## src/design/vic_pkg.sv

```systemverilog
/*
  Constants and types for the vectored interrupt control block.
  Assumes a processor sequencer that reports instruction boundaries and a register file port.
*/
`default_nettype none
package vic_pkg;
  localparam int NUM_SRC = 5;
  // Source index, highest priority first
  localparam int SRC_PIN = 0;
  localparam int SRC_TM0 = 1;
  localparam int SRC_TM1 = 2;
  localparam int SRC_BTM = 3;
  localparam int SRC_SIO = 4;
  // Register file addresses (7-bit)
  localparam logic [6:0] ADDR_SIO_EN = 7'h2e;
  localparam logic [6:0] ADDR_PIN_TM_EN = 7'h2f;
  localparam logic [6:0] ADDR_SIO_REQ = 7'h3b;
  localparam logic [6:0] ADDR_BTM_REQ = 7'h3c;
  localparam logic [6:0] ADDR_TM1_REQ = 7'h3d;
  localparam logic [6:0] ADDR_TM0_REQ = 7'h3e;
  localparam logic [6:0] ADDR_PIN_REQ = 7'h3f;
  localparam logic [6:0] ADDR_EDGE_SEL = 7'h1f;
  localparam logic [3:0] FLAG_RESET = 4'h0;
  // Vectors
  localparam logic [11:0] VEC_PIN = 12'h005;
  localparam logic [11:0] VEC_TM0 = 12'h004;
  localparam logic [11:0] VEC_TM1 = 12'h003;
  localparam logic [11:0] VEC_BTM = 12'h002;
  localparam logic [11:0] VEC_SIO = 12'h001;
  // Instruction cycles that acceptance waits after a delaying instruction
  localparam logic [1:0] DELAY_NORMAL = 2'h1;
  localparam logic [1:0] DELAY_LONG = 2'h2;
  localparam int PC_W = 12;
  localparam int CTX_W = 8;
  // Instruction boundary report from the sequencer
  typedef struct packed {
    logic done;       // Instruction cycle ends this clock
    logic table_move_instruction;       // Two-cycle table move in progress
    logic ei;         // Enable instruction
    logic di;         // Disable instruction
    logic return_from_irq_instruction;       // Return from interrupt
    logic skip;       // Skip condition met
    logic stop;       // Clock-stopping standby executed
  } vic_instr_t;
  // Register file access
  typedef struct packed {
    logic wr;
    logic [6:0] addr;
    logic [3:0] wdata;
  } vic_rf_t;
  typedef struct packed {
    logic tm0_match;
    logic tm1_match;
    logic btm_ovf;
    logic sio_end;
    logic tm0_res;
    logic tm1_res;
    logic btm_res;
  } vic_evt_t;
endpackage
`default_nettype wire

```

## src/design/vic_edge.sv

```systemverilog
/*
  Pin edge detector for the external request.
  Assumes an asynchronous pin; it is synchronised here before use.
*/
`default_nettype none
module vic_edge (
  // Clock and reset
  input wire logic mclk,
  input wire logic nrst,
  input wire logic ce,
  // Pin and select
  input wire logic pin,
  input wire logic [1:0] edge_sel,
  output logic hit
);
  logic [2:0] sh_q;
  logic [2:0] sh_d;
  logic rise;
  logic fall;
  // ===========================================
  // Synchroniser plus one history stage
  always_comb begin
    sh_d = {sh_q[1:0], pin};
  end
  always_ff @(posedge mclk) begin
    if (!nrst) begin
      sh_q <= 3'h0;
    end else if (ce) begin
      sh_q <= sh_d;
    end
  end
  // Only the second and third stages feed the compare
  assign rise = sh_q[1] & ~sh_q[2];
  assign fall = ~sh_q[1] & sh_q[2];
  // Bit0 rising, bit1 falling; both set gives either edge
  assign hit = ce & ((edge_sel[0] & rise) | (edge_sel[1] & fall));
endmodule
`default_nettype wire

```

## src/design/vic_top.sv

```systemverilog
/*
  Vectored interrupt control: request and enable flags, global enable,
  priority, acceptance timing and context stacks.
  Assumes the sequencer pulses instr.done at each instruction cycle end and
  jumps to irq_vector when irq_take pulses, treating that cycle as the INT cycle.
*/
`default_nettype none
module vic_top #(
  parameter int STACK_DEPTH = 3
) (
  // Clock, reset, enable
  input wire logic mclk,
  input wire logic nrst,
  input wire logic ce,
  // Register file port
  input wire vic_pkg::vic_rf_t rf,
  output logic [3:0] rf_rdata,
  output logic rf_hit,
  // Sequencer
  input wire vic_pkg::vic_instr_t instr,
  input wire logic [vic_pkg::PC_W-1:0] ret_pc,
  input wire logic [vic_pkg::CTX_W-1:0] ctx_in,
  output logic irq_take,
  output logic [vic_pkg::PC_W-1:0] irq_vector,
  output logic [vic_pkg::PC_W-1:0] pop_pc,
  output logic [vic_pkg::CTX_W-1:0] pop_ctx,
  output logic [1:0] level,
  // Peripheral events and pin
  input wire vic_pkg::vic_evt_t evt,
  input wire logic ext_pin
);
  localparam int N = vic_pkg::NUM_SRC;
  logic [N-1:0] req_q, req_d, en_q, en_d, set_ev, wr_hit;
  logic [1:0] edge_sel_q, edge_sel_d;
  logic gie_q, gie_d, ei_pend_q, ei_pend_d;
  logic [1:0] wait_q, wait_d;
  logic pin_hit, take;
  logic [N-1:0] elig;
  logic [2:0] win;
  logic [1:0] sp_q, sp_d;
  logic [vic_pkg::PC_W-1:0] pc_stk_q [STACK_DEPTH];
  logic [vic_pkg::CTX_W-1:0] ctx_stk_q [STACK_DEPTH];
  logic [vic_pkg::PC_W-1:0] vec_q, vec_d;

  // ===========================================
  // Pin edge detector
  vic_edge u_edge (
    .mclk(mclk),
    .nrst(nrst),
    .ce(ce),
    .pin(ext_pin),
    .edge_sel(edge_sel_q),
    .hit(pin_hit)
  );

  // ===========================================
  // Request address decode, one bit per source
  always_comb begin
    wr_hit = '0;
    if (rf.wr) begin
      wr_hit[vic_pkg::SRC_PIN] = rf.addr == vic_pkg::ADDR_PIN_REQ;
      wr_hit[vic_pkg::SRC_TM0] = rf.addr == vic_pkg::ADDR_TM0_REQ;
      wr_hit[vic_pkg::SRC_TM1] = rf.addr == vic_pkg::ADDR_TM1_REQ;
      wr_hit[vic_pkg::SRC_BTM] = rf.addr == vic_pkg::ADDR_BTM_REQ;
      wr_hit[vic_pkg::SRC_SIO] = rf.addr == vic_pkg::ADDR_SIO_REQ;
    end
  end
  // Hardware set events per source
  assign set_ev[vic_pkg::SRC_PIN] = pin_hit;
  assign set_ev[vic_pkg::SRC_TM0] = evt.tm0_match;
  assign set_ev[vic_pkg::SRC_TM1] = evt.tm1_match;
  assign set_ev[vic_pkg::SRC_BTM] = evt.btm_ovf;
  assign set_ev[vic_pkg::SRC_SIO] = evt.sio_end;

  // ===========================================
  // Priority: lowest index wins among enabled pending sources
  assign elig = req_q & en_q;
  always_comb begin
    win = 3'h7;
    for (int i = N - 1; i >= 0; i--) begin
      if (elig[i]) begin
        win = 3'(i);
      end
    end
  end
  // Accept only at an instruction boundary once the wait has run out.
  // The next wait value is used so that a delaying instruction blocks its own
  // boundary; the boundary after it then admits the request.
  assign take = ce & instr.done & gie_q & (|elig) & (wait_d == vic_pkg::DELAY_NORMAL)
    & (sp_q < 2'(STACK_DEPTH));

  // ===========================================
  // Request flags: hardware set wins over every clear
  generate
    for (genvar s = 0; s < N; s++) begin : g_req
      always_comb begin
        req_d[s] = req_q[s];
        if (wr_hit[s]) begin
          req_d[s] = rf.wdata[0];
        end
        if (take && win == 3'(s)) begin
          req_d[s] = 1'b0;
        end
        if (s == vic_pkg::SRC_TM0 && evt.tm0_res) begin
          req_d[s] = 1'b0;
        end
        if (s == vic_pkg::SRC_TM1 && (evt.tm1_res || instr.stop)) begin
          req_d[s] = 1'b0;
        end
        if (s == vic_pkg::SRC_BTM && evt.btm_res) begin
          req_d[s] = 1'b0;
        end
        if (set_ev[s]) begin
          req_d[s] = 1'b1;
        end
      end
    end
  endgenerate

  // ===========================================
  // Enable flags and edge select
  always_comb begin
    en_d = en_q;
    edge_sel_d = edge_sel_q;
    if (rf.wr && rf.addr == vic_pkg::ADDR_PIN_TM_EN) begin
      en_d[vic_pkg::SRC_BTM:vic_pkg::SRC_PIN] = rf.wdata;
    end
    if (rf.wr && rf.addr == vic_pkg::ADDR_SIO_EN) begin
      en_d[vic_pkg::SRC_SIO] = rf.wdata[0];
    end
    if (rf.wr && rf.addr == vic_pkg::ADDR_EDGE_SEL) begin
      edge_sel_d = rf.wdata[1:0];
    end
  end

  // ===========================================
  // Global enable with one-instruction delay after enable instruction
  always_comb begin
    gie_d = gie_q;
    ei_pend_d = ei_pend_q;
    if (instr.done) begin
      if (ei_pend_q) begin
        gie_d = 1'b1;
        ei_pend_d = 1'b0;
      end
      if (instr.ei) begin
        ei_pend_d = 1'b1;
      end
      if (instr.di) begin
        gie_d = 1'b0;
        ei_pend_d = 1'b0;
      end
    end
    if (take) begin
      gie_d = 1'b0;
    end
  end

  // ===========================================
  // Acceptance wait: a delaying instruction pushes service one cycle further
  always_comb begin
    wait_d = wait_q;
    if (instr.done) begin
      if (instr.table_move_instruction || instr.ei || instr.skip) begin
        wait_d = vic_pkg::DELAY_LONG;
      end else if (wait_q != vic_pkg::DELAY_NORMAL) begin
        wait_d = wait_q - 2'h1;
      end
    end
  end

  // ===========================================
  // Vector select and stack pointer
  always_comb begin
    unique case (win)
      3'h0: vec_d = vic_pkg::VEC_PIN;
      3'h1: vec_d = vic_pkg::VEC_TM0;
      3'h2: vec_d = vic_pkg::VEC_TM1;
      3'h3: vec_d = vic_pkg::VEC_BTM;
      3'h4: vec_d = vic_pkg::VEC_SIO;
      default: vec_d = vec_q;
    endcase
    sp_d = sp_q;
    if (take) begin
      sp_d = sp_q + 2'h1;
    end else if (ce && instr.done && instr.return_from_irq_instruction && sp_q != 2'h0) begin
      sp_d = sp_q - 2'h1;
    end
  end

  // ===========================================
  // Registers; everything holds while ce is low
  always_ff @(posedge mclk) begin
    if (!nrst) begin
      req_q <= '0;
      en_q <= '0;
      edge_sel_q <= 2'h0;
      gie_q <= 1'b0;
      ei_pend_q <= 1'b0;
      wait_q <= vic_pkg::DELAY_NORMAL;
      sp_q <= 2'h0;
      vec_q <= '0;
    end else if (ce) begin
      req_q <= req_d;
      en_q <= en_d;
      edge_sel_q <= edge_sel_d;
      gie_q <= gie_d;
      ei_pend_q <= ei_pend_d;
      wait_q <= wait_d;
      sp_q <= sp_d;
      if (take) begin
        vec_q <= vec_d;
      end
    end
  end

  // ===========================================
  // Context stacks, written at the free level on acceptance
  generate
    for (genvar k = 0; k < STACK_DEPTH; k++) begin : g_stk
      always_ff @(posedge mclk) begin
        if (!nrst) begin
          pc_stk_q[k] <= '0;
          ctx_stk_q[k] <= '0;
        end else if (take && sp_q == 2'(k)) begin
          pc_stk_q[k] <= ret_pc;
          ctx_stk_q[k] <= ctx_in;
        end
      end
    end
  endgenerate

  // ===========================================
  // Outputs; global enable is deliberately absent from the read map
  always_comb begin
    rf_hit = 1'b1;
    rf_rdata = 4'h0;
    unique case (rf.addr)
      vic_pkg::ADDR_PIN_REQ: rf_rdata = {3'h0, req_q[vic_pkg::SRC_PIN]};
      vic_pkg::ADDR_TM0_REQ: rf_rdata = {3'h0, req_q[vic_pkg::SRC_TM0]};
      vic_pkg::ADDR_TM1_REQ: rf_rdata = {3'h0, req_q[vic_pkg::SRC_TM1]};
      vic_pkg::ADDR_BTM_REQ: rf_rdata = {3'h0, req_q[vic_pkg::SRC_BTM]};
      vic_pkg::ADDR_SIO_REQ: rf_rdata = {3'h0, req_q[vic_pkg::SRC_SIO]};
      vic_pkg::ADDR_PIN_TM_EN: rf_rdata = en_q[vic_pkg::SRC_BTM:vic_pkg::SRC_PIN];
      vic_pkg::ADDR_SIO_EN: rf_rdata = {3'h0, en_q[vic_pkg::SRC_SIO]};
      vic_pkg::ADDR_EDGE_SEL: rf_rdata = {2'h0, edge_sel_q};
      default: rf_hit = 1'b0;
    endcase
  end
  assign irq_take = take;
  assign irq_vector = vec_d;
  assign level = sp_q;
  // Pop reads the top level; empty stack returns level 0 contents
  assign pop_pc = pc_stk_q[(sp_q == 2'h0) ? 0 : int'(sp_q) - 1];
  assign pop_ctx = ctx_stk_q[(sp_q == 2'h0) ? 0 : int'(sp_q) - 1];
endmodule
`default_nettype wire

```

## config.mk

```make
export PLATFORM = sky130hd
export DESIGN_NAME = vic_top
export DESIGN_NICKNAME = d
export VERILOG_FILES = /design/src/design/vic_pkg.sv /design/src/design/vic_edge.sv /design/src/design/vic_top.sv
export SDC_FILE = /design/constraint.sdc
export NUM_CORES = 1
export LEC_CHECK = 0
export CAP_MARGIN = 20
export CORE_UTILIZATION = 52
export DETAILED_ROUTE_END_ITERATION = 6
export DONT_BUFFER_PORTS = 1
export PLACE_DENSITY = 0.67
export SYNTH_ARGS = -nofsm -noshare
export SYNTH_HDL_FRONTEND = slang
export SYNTH_SLANG_ARGS = --single-unit
```

## constraint.sdc

```tcl
create_clock -name mclk -period 5.45 [get_ports mclk]
set_clock_uncertainty 0.05 [all_clocks]
set_input_delay 0.2725 -clock mclk [delete_from_list [all_inputs] [get_ports mclk]]
set_output_delay 0.2725 -clock mclk [all_outputs]
set_load 0.005 [all_outputs]
```

# After elaboration in Yosys (flattened, before gate mapping)
# Memory sizes are Yosys's and may differ from the RTL's.
# Index checks and enable logic that the tools add are counted.
dict set report classes {
  add_sub_neg 4
  magnitude_cmp 1
  n_eq_ne 16
  muxes 55
  bitwise_logic 20
  reduce_logical 42
}
# op count
set op_table {}
lappend op_table {{12-bit one-hot mux with 5 select lines} 1}
lappend op_table {{7-bit by 6-bit == test with 1-bit output, second input constant} 7}
lappend op_table {{12-bit 2-to-1 mux} 3}
lappend op_table {{1-bit 2-to-1 mux} 35}
lappend op_table {{4-bit one-hot mux with 8 select lines} 1}
lappend op_table {{8-bit 2-to-1 mux} 3}
lappend op_table {{2-bit AND reduction} 11}
lappend op_table {{1-bit logical AND} 14}
lappend op_table {{2-bit 2-to-1 mux} 7}
lappend op_table {{3-bit 2-to-1 mux} 4}
lappend op_table {{4-bit nonzero test} 3}
lappend op_table {{1-bit bitwise AND} 10}
lappend op_table {{3-bit nonzero test} 3}
lappend op_table {{8-bit OR reduction} 1}
lappend op_table {{7-bit by 5-bit == test with 1-bit output, second input constant} 1}
lappend op_table {{1-bit bitwise OR} 7}
lappend op_table {{3-bit by 2-bit == test with 1-bit output, second input constant} 2}
lappend op_table {{2-bit nonzero test} 3}
lappend op_table {{2-bit by 1-bit subtractor with 2-bit output, second input constant} 3}
lappend op_table {{5-bit bitwise AND} 1}
lappend op_table {{5-bit 2-to-1 mux} 1}
lappend op_table {{5-bit OR reduction} 1}
lappend op_table {{2-bit by 1-bit == test with 1-bit output, second input constant} 2}
lappend op_table {{3-bit by 1-bit == test with 1-bit output, second input constant} 1}
lappend op_table {{other kinds (10)} 13}
dict set report word_totals {
  reg_bits 33
  mem_bits_rw 60
  output_inout_bits 40
  elab_cells 154
  mem_count 2
}
# name depth width read_ports rd_clocked_by_memory_dff write_ports line_no
set mem_list {}
lappend mem_list {pc_stk_q 3 12 1 0 3 vic_top.sv:41} ;# logic [vic_pkg::PC_W-1:0] pc_stk_q [STACK_DEPTH];
lappend mem_list {ctx_stk_q 3 8 1 0 3 vic_top.sv:42} ;# logic [vic_pkg::CTX_W-1:0] ctx_stk_q [STACK_DEPTH];

# Longest topological paths before layout
dict set report logic_depth {
  depth_word 12
  mapped_depth 8
  depth_no_buf 7
}

# Hierarchy
# From an unflattened synthesis, not the netlist that was laid out.
dict set report hier_totals {
  cells_unflattened 423
  hier_area_um2 4544.4
}
# mod instances cells_each area_each_um2 seq_area_each_um2
set modules_own_cells {}
lappend modules_own_cells {vic_top 1 410 4403.0 2402.3}
lappend modules_own_cells {vic_edge 1 13 141.4 60.1}

# Least setup slack after synthesis
# No wires, ideal clock.
dict set report synth_timing {
  path_kind {reg2reg}
  start {register wait_q[0]}
  end {memory ctx_stk_q[2][0] (netlist name), enable pin}
  setup_time_ns 0.377
  arrival_time_ns 2.162
  setup_slack_ns 2.861
  stages_incl_launch_ff 9
  cell_sequence {dfxtp_1 ha_1 or4_4 nor4_4 nand2b_4 inv_4 buf_4 nand2_1 nand2_1}
}
# element line_no
set synth_rtl {}
lappend synth_rtl {{start: declaration} vic_top.sv:36} ;# logic [1:0] wait_q, wait_d;
lappend synth_rtl {{start signal: assignment} vic_top.sv:200} ;# wait_q <= vic_pkg::DELAY_NORMAL;
lappend synth_rtl {{start signal: assignment} vic_top.sv:209} ;# wait_q <= wait_d;
lappend synth_rtl {{end: declaration} vic_top.sv:42}

==> results.yml <==
run:
  cap_viol_max_count: 0
timing:
  timing.final.crit_share: 0.537
  drv_slew: 0
  setup_viol: 0
  worst_pin_slew_ns: 0.925
  fmax_mhz: 342
  period_needed_ns: 2.92
  hold_viol: 0
  rsz0062_at_grt: "no"
  tns_ns: 0
  slew-limit-headroom: 0.382
clock_network:
  postCtsSetupRepairBufs: 0
  cts_buffer_depth: 2
  holdBufCountCts: 3
  clkTransAtPathRegs_ns: 0.08
  cts_sinks: 93
  cts_tree: "done"
  root_buffer: "clkbuf_8"
  clock_latency_ns: 0.36
  cts_resized: 0
  numCtsBuffers: 9
  cts_htree_levels: 3
synthesis:
  synth-compound-area-share: 0.0928
  synth-edff-count: 60
  syn_area_um2: 4550
  synth.top_cell.area_share: 0.396
  synthArstFlopShare: 0
  synth.yosys.seq_area_share: 0.542
  synthAdderAreaFrac: 0.0138
  ys.flop_type: "edfxtp_1"
  synth_most_common_cell: "and2_1"
  synth_area_leaders: "edfxtp_1, dfxtp_1, and2_1"
  synth_common_cells: "and2_1, edfxtp_1, nand2_1"
  yosys.area.top_type: "edfxtp_1"
  synth_top_family_by_area: "simple AND/OR/NAND/NOR gates"
  syn_area_per_cell_um2: 10.8
  syn_nets: 476
  yosys.area_share.xor_xnor: 0
  synth-seq-cells: 93
  synth.area.mux_share: 0.0732
  syn_inst: 421
  synthSimpleGateAreaFrac: 0.241
  synth_cell_types: 51
  synth_warnings: 0
floorplanning:
  fp.coreArea_um2: 8340
  dieArea_um2: 9120
  rows: 33
  io_pins: 90
  initial_utilization: 0.545
  die_y_um: 95.5
  die_w_um: 95.5
setup_path:
  critPathArrivalTime_ns: 2.85
  crit_family: "simple AND/OR/NAND/NOR gates"
  crit_top_cell: "nand2_1"
  slowest_stage: "nand2_1"
  cp.buffers_inverters: 1
  endpoint_kind: "flop"
  cp_slowest_stage_delay_ns: 0.68
  crit_required_ns: 5.38
  worstPathMaxFanout: 20
  worstSetupPathType: "reg -> reg"
  worstSetupStartpointType: "flop"
  crit_path_cell_trace: "ha_1 > or4_4 > nor4_4 > nand2b_4 > inv_4 > nand2_1 > nand2_1"
power_and_ir_drop:
  p_per_area_nw_per_um2: 272
  p_leak_nw: 1.68
  peakVddDrop_mv: 0.148
place:
  dp_hpwl_um: 6160
  io_buffers: 0
  gp_congestion: 0.817
  placed_area_um2: 4550
grt:
  grt_usage: 0.209
  grt_pass1_vias: 2870
  grt_first_pass_wirelength_um: 14300
  overflow: 0
  grt_max_degree: 41
  grt_antenna_before_repair: 0
hold_path:
  worst_hold_path_type: "in -> reg"
routing:
  remaining_drc_errors: 0
  avgRoutedWirePerCell_um: 17.4
  finalWirelength_um: 9050
  drt-pass1-iter-count: 4
  num_vias: 3000
  drt_iter0_drc: 137
  avgViaCountPerCell: 5.77
  ant_nets: 0
finish:
  multi_input_area_um2: 1910
  nNetsFinal: 467
  drive_gt1_frac: 0.0651
  seq_area_um2: 2460
  area_growth_pct: 5.28
  fin_area_um2: 4790
  antenna_cells: 0
  fillers: 736
status:
  status: "finished, final reports clean"
-- routing by layer --
metal / GRT usage / vias to the layer above / share of wire
met5: 0 / - / 0
met4: 0.0871 / 0 / 0.019
met3: 0.0518 / 17 / 0.074
met2: 0.322 / 91 / 0.44
met1: 0.282 / 1409 / 0.47
li1: - / 1483 / -
-- flip-flops by register name, indices dropped and copies added (netlist names) --
| register | flops |
|---|---|
| u_edge.sh_q | 3 |
| vec_q | 12 |
| wait_q | 2 |
| ei_pend_q | 1 |
| pc_stk_q | 36 |
| level | 2 |
| en_q | 5 |
| gie_q | 1 |
| req_q | 5 |
| ctx_stk_q | 24 |
| edge_sel_q | 2 |
-- cells in the final DEF, fill, tap and decap left out, types with 10 or more instances in the layout --
master / instances
mux2i_1: 31
nand2_1: 45
dfxtp_1: 33
o21ai_0: 28
nor2_1: 13
and2_1: 73
and3_1: 10
edfxtp_1: 60
-- cell type report --
cell class,instances,share of cell area
multi-input cells,296,0.399
flip-flops and latches,93,0.515
inverters,6,0.00523
clock inverters,5,0.0159
well taps,105,0.0275
repair buffers,6,0.0115
clock buffers,9,0.0259
-- logic make-up after synthesis --
family	count (synthesis)
and+or+nand+nor	191
muxes	33
DFF	93
adders and majority gates	5
buffers and inverters	32
AOI/OAI and AO/OA	67
-- metrics by stage --
step	hold WS (ns)	power (mW)	worst slack, ns	cells	utilization
5_1_grt	0.00514	1.34	2.31	520	0.574
6_report	0.00966	1.30	2.53	520	0.574
3_5_place_dp	0.326	0.837	2.50	502	0.545
4_1_cts	0.000369	1.31	2.48	519	0.573
2_1_floorplan	0.336	0.830	2.86	421	-
3_3_place_gp	0.333	0.834	2.55	502	0.545
-- report_power, final --
group          total (mW)  switching (mW)  internal (mW)  leakage (nW)
clock               0.480           0.228          0.252         0.101
combinational      0.0473          0.0286         0.0187         0.695
sequential          0.775         0.00874          0.767         0.887
total                1.30           0.265           1.04          1.68
-- path summary, 6_finish.rpt --
check,start,end,slack (ns),depth (start not counted)
max,wait_q[0]$_SDFFE_PN1P_,pc_stk_q[1][11]$_SDFFCE_PN0P_,2.53,7
min reg2reg,ei_pend_q$_SDFFE_PN0N_,ei_pend_q$_SDFFE_PN0N_,0.41,2
min,nrst,u_edge.sh_q[2]$_SDFFE_PN0P_,0.01,1
max reg2reg,wait_q[0]$_SDFFE_PN1P_,pc_stk_q[1][11]$_SDFFCE_PN0P_,2.53,7
Note: power is estimated with default switching activity, not from simulation.
